<file path="config.mk">
export PLATFORM = sky130hd
export DESIGN_NAME = cfs_fanout_ctrl
export DESIGN_NICKNAME = d
export VERILOG_FILES = /design/src/common/cfs_pkg.sv /design/src/design/cfs_fanout_ctrl.sv /design/src/design/cfs_ref_enable_sync.sv
export VERILOG_INCLUDE_DIRS = /design/src /design/src/common
export SDC_FILE = /design/constraint.sdc
export NUM_CORES = 1
export LEC_CHECK = 0
export BUFFER_PORTS_ARGS = -buffer_cell sky130_fd_sc_hd__buf_2
export CAP_MARGIN = 25
export CORE_UTILIZATION = 45
export DETAILED_ROUTE_END_ITERATION = 10
export PLACE_DENSITY = 0.76
export SYNTH_ARGS = -nofsm -noshare
export SYNTH_HDL_FRONTEND = slang
export SYNTH_SLANG_ARGS = --single-unit
</file>
<file path="constraint.sdc">
create_clock -name core_clk -period 2.3 [get_ports core_clk]
set_clock_uncertainty 0.15 [all_clocks]
set_input_delay 0.23 -clock core_clk [delete_from_list [all_inputs] [get_ports core_clk]]
set_output_delay 0.23 -clock core_clk [all_outputs]
set_load 0.005 [all_outputs]
</file>
<file path="src/common/cfs_map.svh">
/*
 Named constants of the clock fanout select/enable block.
 Assumes inclusion by bare name; holds definitions only.
*/
`ifndef CFS_MAP_SVH
`define CFS_MAP_SVH

// ----------------------------------------
// Input source select
// ----------------------------------------
`define CFS_SEL_XTAL_BIT 1
`define CFS_SEL_LOW_BIT 0
`define CFS_SEL_DIFF0 2'h0
`define CFS_SEL_DIFF1 2'h1

// ----------------------------------------
// Bank driver type codes
// ----------------------------------------
`define CFS_DRV_STD1 2'h0
`define CFS_DRV_STD2 2'h1
`define CFS_DRV_CURR 2'h2
`define CFS_DRV_HIZ 2'h3

// ----------------------------------------
// Sizes and timing
// ----------------------------------------
`define CFS_OUTS_PER_BANK 4
`define CFS_OSC_CNT_W 16
`define CFS_OSC_START_DEF 16
`define CFS_ENABLE_LATENCY_CYC 3
`define CFS_DISABLE_LATENCY_CYC 3
`define CFS_XTAL_EXT_MAX_MHZ 250

`endif

</file>
<file path="src/common/cfs_pkg.sv">
/*
 Types of the clock fanout select/enable block.
 Assumes cfs_map.svh is on the include path.
*/
`include "cfs_map.svh"

package cfs_pkg;

	// ----------------------------------------
	// Carriers
	// ----------------------------------------
	typedef enum logic [1:0] {
		CFS_DRV_STD1_E = `CFS_DRV_STD1,
		CFS_DRV_STD2_E = `CFS_DRV_STD2,
		CFS_DRV_CURR_E = `CFS_DRV_CURR,
		CFS_DRV_HIZ_E = `CFS_DRV_HIZ
	} cfs_drv_t;

	typedef struct packed {
		logic pos;
		logic neg;
		logic floating;
	} cfs_diff_t;

	typedef struct packed {
		cfs_drv_t mode;
		logic [`CFS_OUTS_PER_BANK-1:0] pos;
		logic [`CFS_OUTS_PER_BANK-1:0] neg;
		logic [`CFS_OUTS_PER_BANK-1:0] oe;
	} cfs_bank_out_t;

	// ----------------------------------------
	// Enable synchroniser states
	// ----------------------------------------
	typedef enum logic [3:0] {
		CFS_REF_OFF = 4'b0001,
		CFS_REF_ARM_ON = 4'b0010,
		CFS_REF_ON = 4'b0100,
		CFS_REF_ARM_OFF = 4'b1000
	} cfs_ref_st_t;

	typedef struct packed {
		logic en_s1;
		logic en_s2;
		cfs_ref_st_t st;
		logic drive;
	} cfs_sync_state_t;

	typedef struct packed {
		logic src_raw;
		logic src_prev;
		logic osc_pwr;
		logic [`CFS_OSC_CNT_W-1:0] osc_cnt;
		logic osc_ready;
		logic bank_level;
		cfs_drv_t mode_a;
		cfs_drv_t mode_b;
		logic ref_data;
	} cfs_main_state_t;

endpackage

</file>
<file path="src/design/cfs_fanout_ctrl.sv">
/*
 Pin-strapped control of an eight-output clock fanout buffer:
 source select, crystal power, bank driver types, reference copy.
 Assumes all inputs are synchronous to core_clk; clock levels are
 sampled, not used as clocks.
*/
// Function
// - Select 00 diff0, 01 diff1, 1x crystal.
// - Crystal powered down when differential selected.
// - Crystal selected: start oscillator, feed outputs.
// - Crystal path: enabled outputs inverse of input.
// - Differential path is non-inverting.
// - Floating or shorted pair drives outputs low.
// - Each bank type code sets driver independently.
// - Reference output Hi-Z when enable is 0.
// - Reference output is non-inverted selected clock.
// - Reference enable resynchronised to selected clock.
// - Reference drives within 3 clock cycles.
// - Reference releases within 3 clock cycles.
`timescale 1ns/1ps
`include "cfs_map.svh"

module cfs_fanout_ctrl
	import cfs_pkg::*;
#(
	parameter int OSC_START_CYCLES = `CFS_OSC_START_DEF
)
(
	// Clock and reset
	input wire logic core_clk,
	input wire logic rst_n,

	// Strap pins
	input wire logic [1:0] input_source_select,
	input wire cfs_drv_t bank_a_driver_type,
	input wire cfs_drv_t bank_b_driver_type,
	input wire logic reference_output_enable,

	// Clock inputs, sampled as levels
	input wire cfs_diff_t diff_clock_input_0,
	input wire cfs_diff_t diff_clock_input_1,
	input wire logic crystal_osc_input,

	// Crystal oscillator control and status
	output logic crystal_osc_power_en,
	output logic crystal_osc_ready,

	// Differential output banks
	output cfs_bank_out_t bank_a_out,
	output cfs_bank_out_t bank_b_out,

	// Single-ended reference copy
	output logic reference_copy_output,
	output logic reference_copy_output_oe
);

	// ----------------------------------------
	// Elaboration checks
	// ----------------------------------------
	localparam int OSC_CNT_MAX = (1 << `CFS_OSC_CNT_W) - 1;

	generate
		if (OSC_START_CYCLES < 1 || OSC_START_CYCLES > OSC_CNT_MAX) begin : g_bad_osc
			$error("OSC_START_CYCLES out of range");
		end
	endgenerate

	localparam logic [`CFS_OSC_CNT_W-1:0] OSC_START = OSC_START_CYCLES[`CFS_OSC_CNT_W-1:0];

	// ----------------------------------------
	// Reset release
	// ----------------------------------------
	logic rst_s1_q;
	logic rst_s2_q;

	always_ff @(posedge core_clk or negedge rst_n) begin
		if (!rst_n) begin
			rst_s1_q <= 1'b0;
			rst_s2_q <= 1'b0;
		end else begin
			rst_s1_q <= 1'b1;
			rst_s2_q <= rst_s1_q;
		end
	end

	logic rst_sync_n;
	assign rst_sync_n = rst_s2_q;

	// ----------------------------------------
	// Decoding helpers
	// ----------------------------------------

	// Floating and shorted pairs both look like no differential swing
	function automatic logic diff_level(input cfs_diff_t pair);
		diff_level = !pair.floating && pair.pos && !pair.neg;
	endfunction

	function automatic logic xtal_selected(input logic [1:0] sel);
		xtal_selected = sel[`CFS_SEL_XTAL_BIT];
	endfunction

	function automatic logic bank_driven(input cfs_drv_t mode);
		bank_driven = (mode != CFS_DRV_HIZ_E);
	endfunction

	// ----------------------------------------
	// Source selection
	// ----------------------------------------
	logic diff0_level;
	logic diff1_level;
	logic sel_xtal;
	logic src_raw;

	assign diff0_level = diff_level(diff_clock_input_0);
	assign diff1_level = diff_level(diff_clock_input_1);
	assign sel_xtal = xtal_selected(input_source_select);

	// Lower select bit is a don't-care once the crystal is chosen
	always_comb begin
		if (sel_xtal) begin
			src_raw = crystal_osc_input;
		end else if (input_source_select[`CFS_SEL_LOW_BIT]) begin
			src_raw = diff1_level;
		end else begin
			src_raw = diff0_level;
		end
	end

	// ----------------------------------------
	// State
	// ----------------------------------------
	cfs_main_state_t s_q;
	cfs_main_state_t s_d;
	logic src_rise;
	logic ref_drive;

	// Edge of the sampled selected clock; feeds the enable synchroniser
	assign src_rise = s_q.src_raw && !s_q.src_prev;

	always_comb begin
		s_d = s_q;

		// Selected clock history
		s_d.src_raw = src_raw;
		s_d.src_prev = s_q.src_raw;

		// Crystal power follows the selection directly
		s_d.osc_pwr = sel_xtal;

		// Start-up count; restarts each time the crystal is re-selected
		if (!sel_xtal) begin
			s_d.osc_cnt = '0;
			s_d.osc_ready = 1'b0;
		end else if (!s_q.osc_ready) begin
			if (s_q.osc_cnt >= OSC_START - 1'b1) begin
				s_d.osc_ready = 1'b1;
			end else begin
				s_d.osc_cnt = s_q.osc_cnt + 1'b1;
			end
		end

		// Level distributed to both banks
		if (sel_xtal) begin
			// Held low until the oscillator has settled
			s_d.bank_level = s_q.osc_ready && !crystal_osc_input;
		end else begin
			s_d.bank_level = src_raw;
		end

		// Bank modes, each from its own strap
		s_d.mode_a = bank_a_driver_type;
		s_d.mode_b = bank_b_driver_type;

		// Reference copy is never inverted, even on the crystal path
		s_d.ref_data = src_raw;
	end

	always_ff @(posedge core_clk or negedge rst_sync_n) begin
		if (!rst_sync_n) begin
			s_q <= '{
				src_raw: 1'b0,
				src_prev: 1'b0,
				osc_pwr: 1'b0,
				osc_cnt: '0,
				osc_ready: 1'b0,
				bank_level: 1'b0,
				mode_a: CFS_DRV_HIZ_E,
				mode_b: CFS_DRV_HIZ_E,
				ref_data: 1'b0
			};
		end else begin
			s_q <= s_d;
		end
	end

	// ----------------------------------------
	// Reference enable synchroniser
	// ----------------------------------------
	cfs_ref_enable_sync u_ref_sync (
		.core_clk(core_clk),
		.rst_sync_n(rst_sync_n),
		.src_level(s_q.src_raw),
		.src_rise(src_rise),
		.enable(reference_output_enable),
		.drive(ref_drive)
	);

	// The pad drives only from the synchronised enable, never the raw strap
	assign reference_copy_output_oe = ref_drive;
	assign reference_copy_output = ref_drive && s_q.ref_data;

	// ----------------------------------------
	// Crystal status
	// ----------------------------------------
	assign crystal_osc_power_en = s_q.osc_pwr;
	assign crystal_osc_ready = s_q.osc_ready;

	// ----------------------------------------
	// Output banks
	// ----------------------------------------
	logic bank_a_on;
	logic bank_b_on;

	// A Hi-Z bank also stops toggling, which is where the power saving is
	assign bank_a_on = bank_driven(s_q.mode_a);
	assign bank_b_on = bank_driven(s_q.mode_b);

	assign bank_a_out.mode = s_q.mode_a;
	assign bank_b_out.mode = s_q.mode_b;

	genvar gi;
	generate
		for (gi = 0; gi < `CFS_OUTS_PER_BANK; gi++) begin : g_out
			assign bank_a_out.oe[gi] = bank_a_on;
			assign bank_a_out.pos[gi] = bank_a_on && s_q.bank_level;
			assign bank_a_out.neg[gi] = bank_a_on && !s_q.bank_level;
			assign bank_b_out.oe[gi] = bank_b_on;
			assign bank_b_out.pos[gi] = bank_b_on && s_q.bank_level;
			assign bank_b_out.neg[gi] = bank_b_on && !s_q.bank_level;
		end
	endgenerate

endmodule // cfs_fanout_ctrl

</file>
<file path="src/design/cfs_ref_enable_sync.sv">
/*
 Reference output enable synchroniser.
 Assumes src_rise marks each rising edge of the selected clock level
 and src_level is the registered selected clock level.
*/
`timescale 1ns/1ps
`include "cfs_map.svh"

module cfs_ref_enable_sync
	import cfs_pkg::*;
(
	// Clock and reset
	input wire logic core_clk,
	input wire logic rst_sync_n,
	// Selected clock view
	input wire logic src_level,
	input wire logic src_rise,
	// Strap and result
	input wire logic enable,
	output logic drive
);

	cfs_sync_state_t s_q;
	cfs_sync_state_t s_d;

	// ----------------------------------------
	// Next state
	// ----------------------------------------
	always_comb begin
		s_d = s_q;
		// Two stages clocked by the selected clock edges only
		if (src_rise) begin
			s_d.en_s1 = enable;
			s_d.en_s2 = s_q.en_s1;
		end
		case (s_q.st)
			CFS_REF_OFF: begin
				if (s_q.en_s2) s_d.st = CFS_REF_ARM_ON;
			end
			CFS_REF_ARM_ON: begin
				if (!s_q.en_s2) s_d.st = CFS_REF_OFF;
				else if (!src_level) s_d.st = CFS_REF_ON;
			end
			CFS_REF_ON: begin
				if (!s_q.en_s2) s_d.st = CFS_REF_ARM_OFF;
			end
			CFS_REF_ARM_OFF: begin
				if (s_q.en_s2) s_d.st = CFS_REF_ON;
				else if (!src_level) s_d.st = CFS_REF_OFF;
			end
			default: begin
				s_d.st = CFS_REF_OFF;
			end
		endcase
		// Drive holds until the low phase so a high pulse is never cut
		s_d.drive = (s_d.st == CFS_REF_ON) || (s_d.st == CFS_REF_ARM_OFF);
	end

	always_ff @(posedge core_clk or negedge rst_sync_n) begin
		if (!rst_sync_n) begin
			s_q <= '{en_s1: 1'b0, en_s2: 1'b0, st: CFS_REF_OFF, drive: 1'b0};
		end else begin
			s_q <= s_d;
		end
	end

	assign drive = s_q.drive;

endmodule // cfs_ref_enable_sync

</file>
# Word-level counts from Yosys, hierarchy flattened
# Cells that the tools add are included.
[word_totals]
reg_bits = 34
out_inout_bits = 32
wordCells = 60
[classes]
order_cmp = 1
mux = 14
add_sub_neg = 1
n_reduce_logical = 20
n_eq_ne = 10
[op_table]
columns = ["cell", "n"]
rows = [
  ["$mux 17", 2],
  ["$mux 4", 6],
  ["$add 16x1->16 const B", 1],
  ["$ge 16x4->1 const B", 1],
  ["$mux 16", 1],
  ["$pmux 4 s4", 1],
  ["$logic_and 1x1->1", 11],
  ["$eq 4x3->1 const B", 2],
  ["$eq 4x4->1 const B", 2],
  ["$ne 2x2->1 const B", 4],
  ["$logic_not 1->1", 7],
  ["$eq 4x1->1 const B", 1],
  ["$eq 4x2->1 const B", 1],
  ["$mux 1", 4],
  ["$reduce_and 2->1", 1],
  ["$logic_or 1x1->1", 1],
]

# Depth between registers and ports, before layout
[depth]
depth_word = 6
mapped_depth = 5
ltp_nobuf = 5

# Cells and area by module
# A second synthesis with hierarchy kept.
[hier_totals]
cells_unflattened = 143
area_unflattened_um2 = 1597.8
[by_module_without_submodules]
columns = ["module", "n_inst", "cells_each", "area_each_um2"]
rows = [
  ["cfs_fanout_ctrl", 1, 106, 1187.4],
  ["cfs_ref_enable_sync", 1, 37, 410.4],
]

# Least setup slack after synthesis
# Ideal clock, no wire load.
[synth_path]
path_kind = "flip-flop to flip-flop"
from = "register s_q[7] (netlist name)"
to = "register s_q[10] (netlist name)"
required_ns = 2.072
period_less_slack_ns = 1.603
slack_ns = 0.697
arrival_time_ns = 1.376
stages_incl_launch_ff = 6
cell_sequence = "dfrtp_1 ha_1 nand3_1 nand3_1 or4_1 a21boi_1"
[synth_between]
elab_chain_len = 4
word_cells_on_any_way = 7
cone_classes = "add/sub: 1; order compare: 1; eq/ne: 1; mux: 3; reduce/logical: 1"
[synth_lines]
columns = ["item", "line", "rtl"]
rows = [
  ["start: declaration", "cfs_fanout_ctrl.sv:132", "cfs_main_state_t s_q;"],
  ["start signal: assignment", "cfs_fanout_ctrl.sv:180", "s_q <= '{"],
  ["$add 16x1->16", "cfs_fanout_ctrl.sv:158", "s_d.osc_cnt = s_q.osc_cnt + 1'b1;"],
  ["$mux 16", "cfs_fanout_ctrl.sv:155", "if (s_q.osc_cnt >= OSC_START - 1'b1) begin"],
  ["$mux 17", "cfs_fanout_ctrl.sv:154", "end else if (!s_q.osc_ready) begin"],
  ["$mux 17", "cfs_fanout_ctrl.sv:151", "if (!sel_xtal) begin"],
]
# Parallel ways exist; a longest one is shown, timed or not. The select of a mux whose other input is x is not followed.
# A chain may end at the register's enable or synchronous reset.

# Worst setup path in the final report
[layout_path]
from = "register s_q[13] (netlist name)"
to = "register s_q[10] (netlist name)"
[layout_between]
elab_chain_len = 3
[layout_lines]
columns = ["item", "line"]
rows = [
  ["$ge 16x4->1", "cfs_fanout_ctrl.sv:155"],
  ["$ne 2x2->1 (no source line)", "-"],
  ["$reduce_and 2->1 (no source line)", "-"],
]
# No other way between the ends.

==> flow_results.org <==
** Yosys
- After synthesis, the mean cell area works out to between 10 and 15 µm².
- Counting flops with a built-in enable in the synthesized netlist gives 0.
- Cell count after synthesis :: 133
- Flip-flop and latch count after synthesis :: 34
- Library cells used by synthesis :: 33
- When the netlist entered floorplanning its net count stood at 150.
- The mapped netlist covers approximately 1500 µm².
- Share of flip-flops with an asynchronous set or reset :: 1.00
- During synthesis, Yosys emitted a total of 0 warnings.
- Largest area contributor in the synthesized netlist :: sky130_fd_sc_hd__dfrtp_1
- Yosys instantiated no cell more often than sky130_fd_sc_hd__dfrtp_1.
- For this run, the leading register cell type out of synthesis is sky130_fd_sc_hd__dfrtp_1.
- The share of synthesized area in the top cell type comes to 0.479.
- After synthesis, the most frequently instantiated cells are sky130_fd_sc_hd__dfrtp_1, sky130_fd_sc_hd__buf_4, sky130_fd_sc_hd__and2_1, sky130_fd_sc_hd__nand2_1, sky130_fd_sc_hd__dfstp_2.
- After synthesis, the cell types taking the most area are sky130_fd_sc_hd__dfrtp_1, sky130_fd_sc_hd__buf_4, sky130_fd_sc_hd__dfstp_2, sky130_fd_sc_hd__and2_1, sky130_fd_sc_hd__mux2i_1.
- Sequential cell area fraction in the yosys report :: 0.566

** Worst setup path
- Count of cells along the worst register-to-register path :: 4
- Worst path cell trace :: nor4_2, nand3_1, or4_1, a21boi_1
- For this run, the slowest stage of the critical path takes around 510 ps.
- STA puts the critical path data arrival time at about 1900 ps.
- WS Path Type :: reg2reg
- Highest-delay cell along the critical path :: sky130_fd_sc_hd__or4_1
- For the worst setup path, the data required time is between 2000 and 2500 ps.
- Launch instance of the worst register-to-register path :: s_q[13]
- Origin of the worst setup path :: s_q[13]
- Startpoint types :: flip-flop
- Kind of capture point of the worst setup path :: flip-flop
- In this design, the largest share of critical-path delay is due to simple AND/OR/NAND/NOR gates.
- In this run the worst path has a maximum fanout of 5.
- In this run the number of cells on the critical path is 4.
- Crit path buf inv count :: 0

** Min path
- The startpoint identified for the worst hold timing path is crystal_osc_input.
- Class of the worst hold path :: in2reg
- The worst hold path was traced through 3 stages.

** Clocking
- In this run, CTS created clock tree buffers numbering 5.
- TritonCTS built the clock tree.
- The clock passes through at most 2 buffers.
- Clock sink total :: 34
- Clk_lat worst skew :: between 300 and 400 ps
- Clock tree synthesis selected as its root buffer the cell sky130_fd_sc_hd__clkbuf_4.
- Maximum level of the CTS H-tree :: 2
- CTS clk-pin slew, worst paths :: around 110 ps
- Post CTS Setup Buffer Count :: 0

** Drt
- Antenna Nets Post-Route :: 0
- Via total after detailed routing :: approximately 1.0k
- Number of design rule violations left after detail routing :: 0
- Routed via count divided by cell count :: ~4.8
- After detailed routing, the average wire length per cell comes to 11.8 µm.
- Wires add up to about 2500 µm.
- First-pass iteration count of the detailed router :: 4
- After the first detailed-routing iteration, the DRC count stood at 8.

** Pwr
- Cell area power density :: between 700 and 800 nW/µm²
- Leakage power :: between 0.8 and 0.9 nW
- Fraction of power spent switching nets :: 0.266
- Internal Pwr Total :: approximately 0.0009 W
- The share of total power dissipated in combinational logic is 0.155.
- Sequential share of power :: 0.570
- For this design the total switching power over the nets is 0.000327 W.
- Max IR drop VDD :: 0.000397 V
- Part of the power in the clock network :: 0.275

** Floorplanning
- Number of top-level design ports :: 48
- The die is around 60 µm wide.
- Die height :: 60.0 µm
- For this configuration, the core starts out at a cell density of 0.484.
- After floorplanning, the core was divided into 20 placement rows.
- Die Footprint :: 3600 µm²
- Core footprint :: ~3100 µm²

** Global route
- Global-route wire length before repair :: around 4200 µm
- The number of global-route vias before repair was about 1000.
- The number of antenna violations at the first check in global routing came to 0.
- Across every metal layer, demand over resource in global routing totals 0.162.
- Residual overflow from global routing :: 0
- Entering global routing, the biggest net connects 33 pins.

** Timing
- Final count of pins violating max slew :: 0
- Number of setup violations in the final report :: 0
- The tightest hold path in the finished design has a slack of just under 20 ps.
- Number of hold violations in the final report :: 0
- Upper clock frequency limit :: 572 MHz
- The worst path needs between 1500 and 2000 ps of the cycle, external delays included.
- Unrepaired setup endpoints after global routing :: no
- Final clock period utilization by the worst path :: 0.760
- For the final routed database, the setup TNS stands at 0 ps.

** Cells and area
- Fraction of the core area covered by cells at the end of the flow :: 0.556
- 0 antenna diodes ended up in the layout.
- Fin nets :: between 150 and 200
- Relative to the synthesized area, the layout overhead comes to 14.9%.
- Of the cells placed in the final design, the portion with a size suffix greater than 1 is 0.387.

** Place
- The wire-length estimate of the detail-placed layout is 1790 µm.
- Count of port buffers added during placement :: 47
- At the end of routability-driven placement, the weighted congestion stood at approximately 0.71.

** Job
- Across the run, the number of max-cap violations was 0.

** Run status
- The flow ran to the end, and the final reports show no timing, DRC or antenna violations.
## per-stage QoR
stage	instances	area, µm²	worst slack, ps	power (W)
after detailed placement	198	1620	523	0.000896
after CTS	212	1740	537	0.00124
after global placement	198	1620	660	0.000878
after floorplan	133	1520	697	0.000851
final	212	1740	551	0.00123
after global routing	212	1740	417	0.00129
## flip-flops by register name, indices dropped and copies added (netlist names)
register	count
crystal_osc_power_en	1
s_q	19
bank_a_out	2
u_ref_sync.drive	1
crystal_osc_ready	1
rst_s1_q	1
rst_s2_q	1
u_ref_sync.s_q	6
bank_b_out	2
## routing by layer
metal,up-vias,share of wire,track usage
met4,0,0.0040,0.0698
met1,476,0.45,0.188
met2,50,0.48,0.278
met5,-,0,0
met3,2,0.062,0.0455
li1,487,-,-
## final timing paths
kind / endpoint / slack [ps]
max: s_q[10] / 550
min: s_q[0] / 20
max reg2reg: s_q[10] / 550
min reg2reg: u_ref_sync.s_q[4] / 100
max in group asynchronous: u_ref_sync.s_q[1] / 1570
min in group asynchronous: rst_s2_q / 60
## final cells by class
class / count / area, µm²
multi-input cells: 68 / 450
flip-flops and latches: 34 / 857
well taps: 44 / 55.1
fillers: 269 / 1390
repair buffers: 54 / 303
inverters: 4 / 15.0
clock inverters: 1 / 5.00
clock buffers: 7 / 55.1
## tightest hold or removal path: stages
cell	delay [ps]
sky130_fd_sc_hd__buf_2	90
sky130_fd_sc_hd__inv_1	60
sky130_fd_sc_hd__a21oi_1	70
## power groups by stage
stage          clock network (W)  logic [W]  registers (W)
3_3_place_gp                   0   0.000174       0.000704
3_5_place_dp                   0   0.000184       0.000711
2_1_floorplan                  0   0.000146       0.000705
6_report                0.000338   0.000190       0.000700
5_1_grt                 0.000371   0.000214       0.000707
4_1_cts                 0.000347   0.000193       0.000700
## cells by family (layout without fill, tap and decap cells)
kind of cell             count (synthesis)  count (layout)  share of synthesized area
XOR/XNOR                                 2               2                     0.0116
AND/OR/NAND/NOR                         45              45                      0.176
adder cells (fa/ha/maj)                  1               1                    0.00826
flip-flops                              34              34                      0.566
multiplexers                             5               5                     0.0347
buffers and inverters                   31              66                      0.137
other                                    1               1                    0.00247
AO/OA/AOI/OAI                           14              14                     0.0644
## cells in the final DEF, fill, tap and decap left out, types with 3 or more instances in the layout
| cell | synthesis | routed |
|---|---|---|
| sky130_fd_sc_hd__nor2b_1 | 4 | 4 |
| sky130_fd_sc_hd__nor2_1 | 4 | 4 |
| sky130_fd_sc_hd__inv_1 | 4 | 4 |
| sky130_fd_sc_hd__dfstp_2 | 5 | 5 |
| sky130_fd_sc_hd__a22oi_1 | 3 | 3 |
| sky130_fd_sc_hd__mux2i_1 | 3 | 3 |
| sky130_fd_sc_hd__a21oi_1 | 4 | 4 |
| sky130_fd_sc_hd__nand3_1 | 3 | 3 |
| sky130_fd_sc_hd__buf_2 | 1 | 47 |
| sky130_fd_sc_hd__dfrtp_1 | 29 | 29 |
| sky130_fd_sc_hd__nand2_1 | 7 | 7 |
| sky130_fd_sc_hd__and2_1 | 14 | 14 |
| sky130_fd_sc_hd__clkbuf_4 | 0 | 5 |
| sky130_fd_sc_hd__dlygate4sd3_1 | 0 | 6 |
## repair_timing
item,4_1_cts,5_1_grt
gates resized for setup,0,0
hold endpoints to repair,7,0
hold buffers,6,0
endpoints found under the setup margin,0,0
No activity file was read; power rests on OpenSTA's default activity.
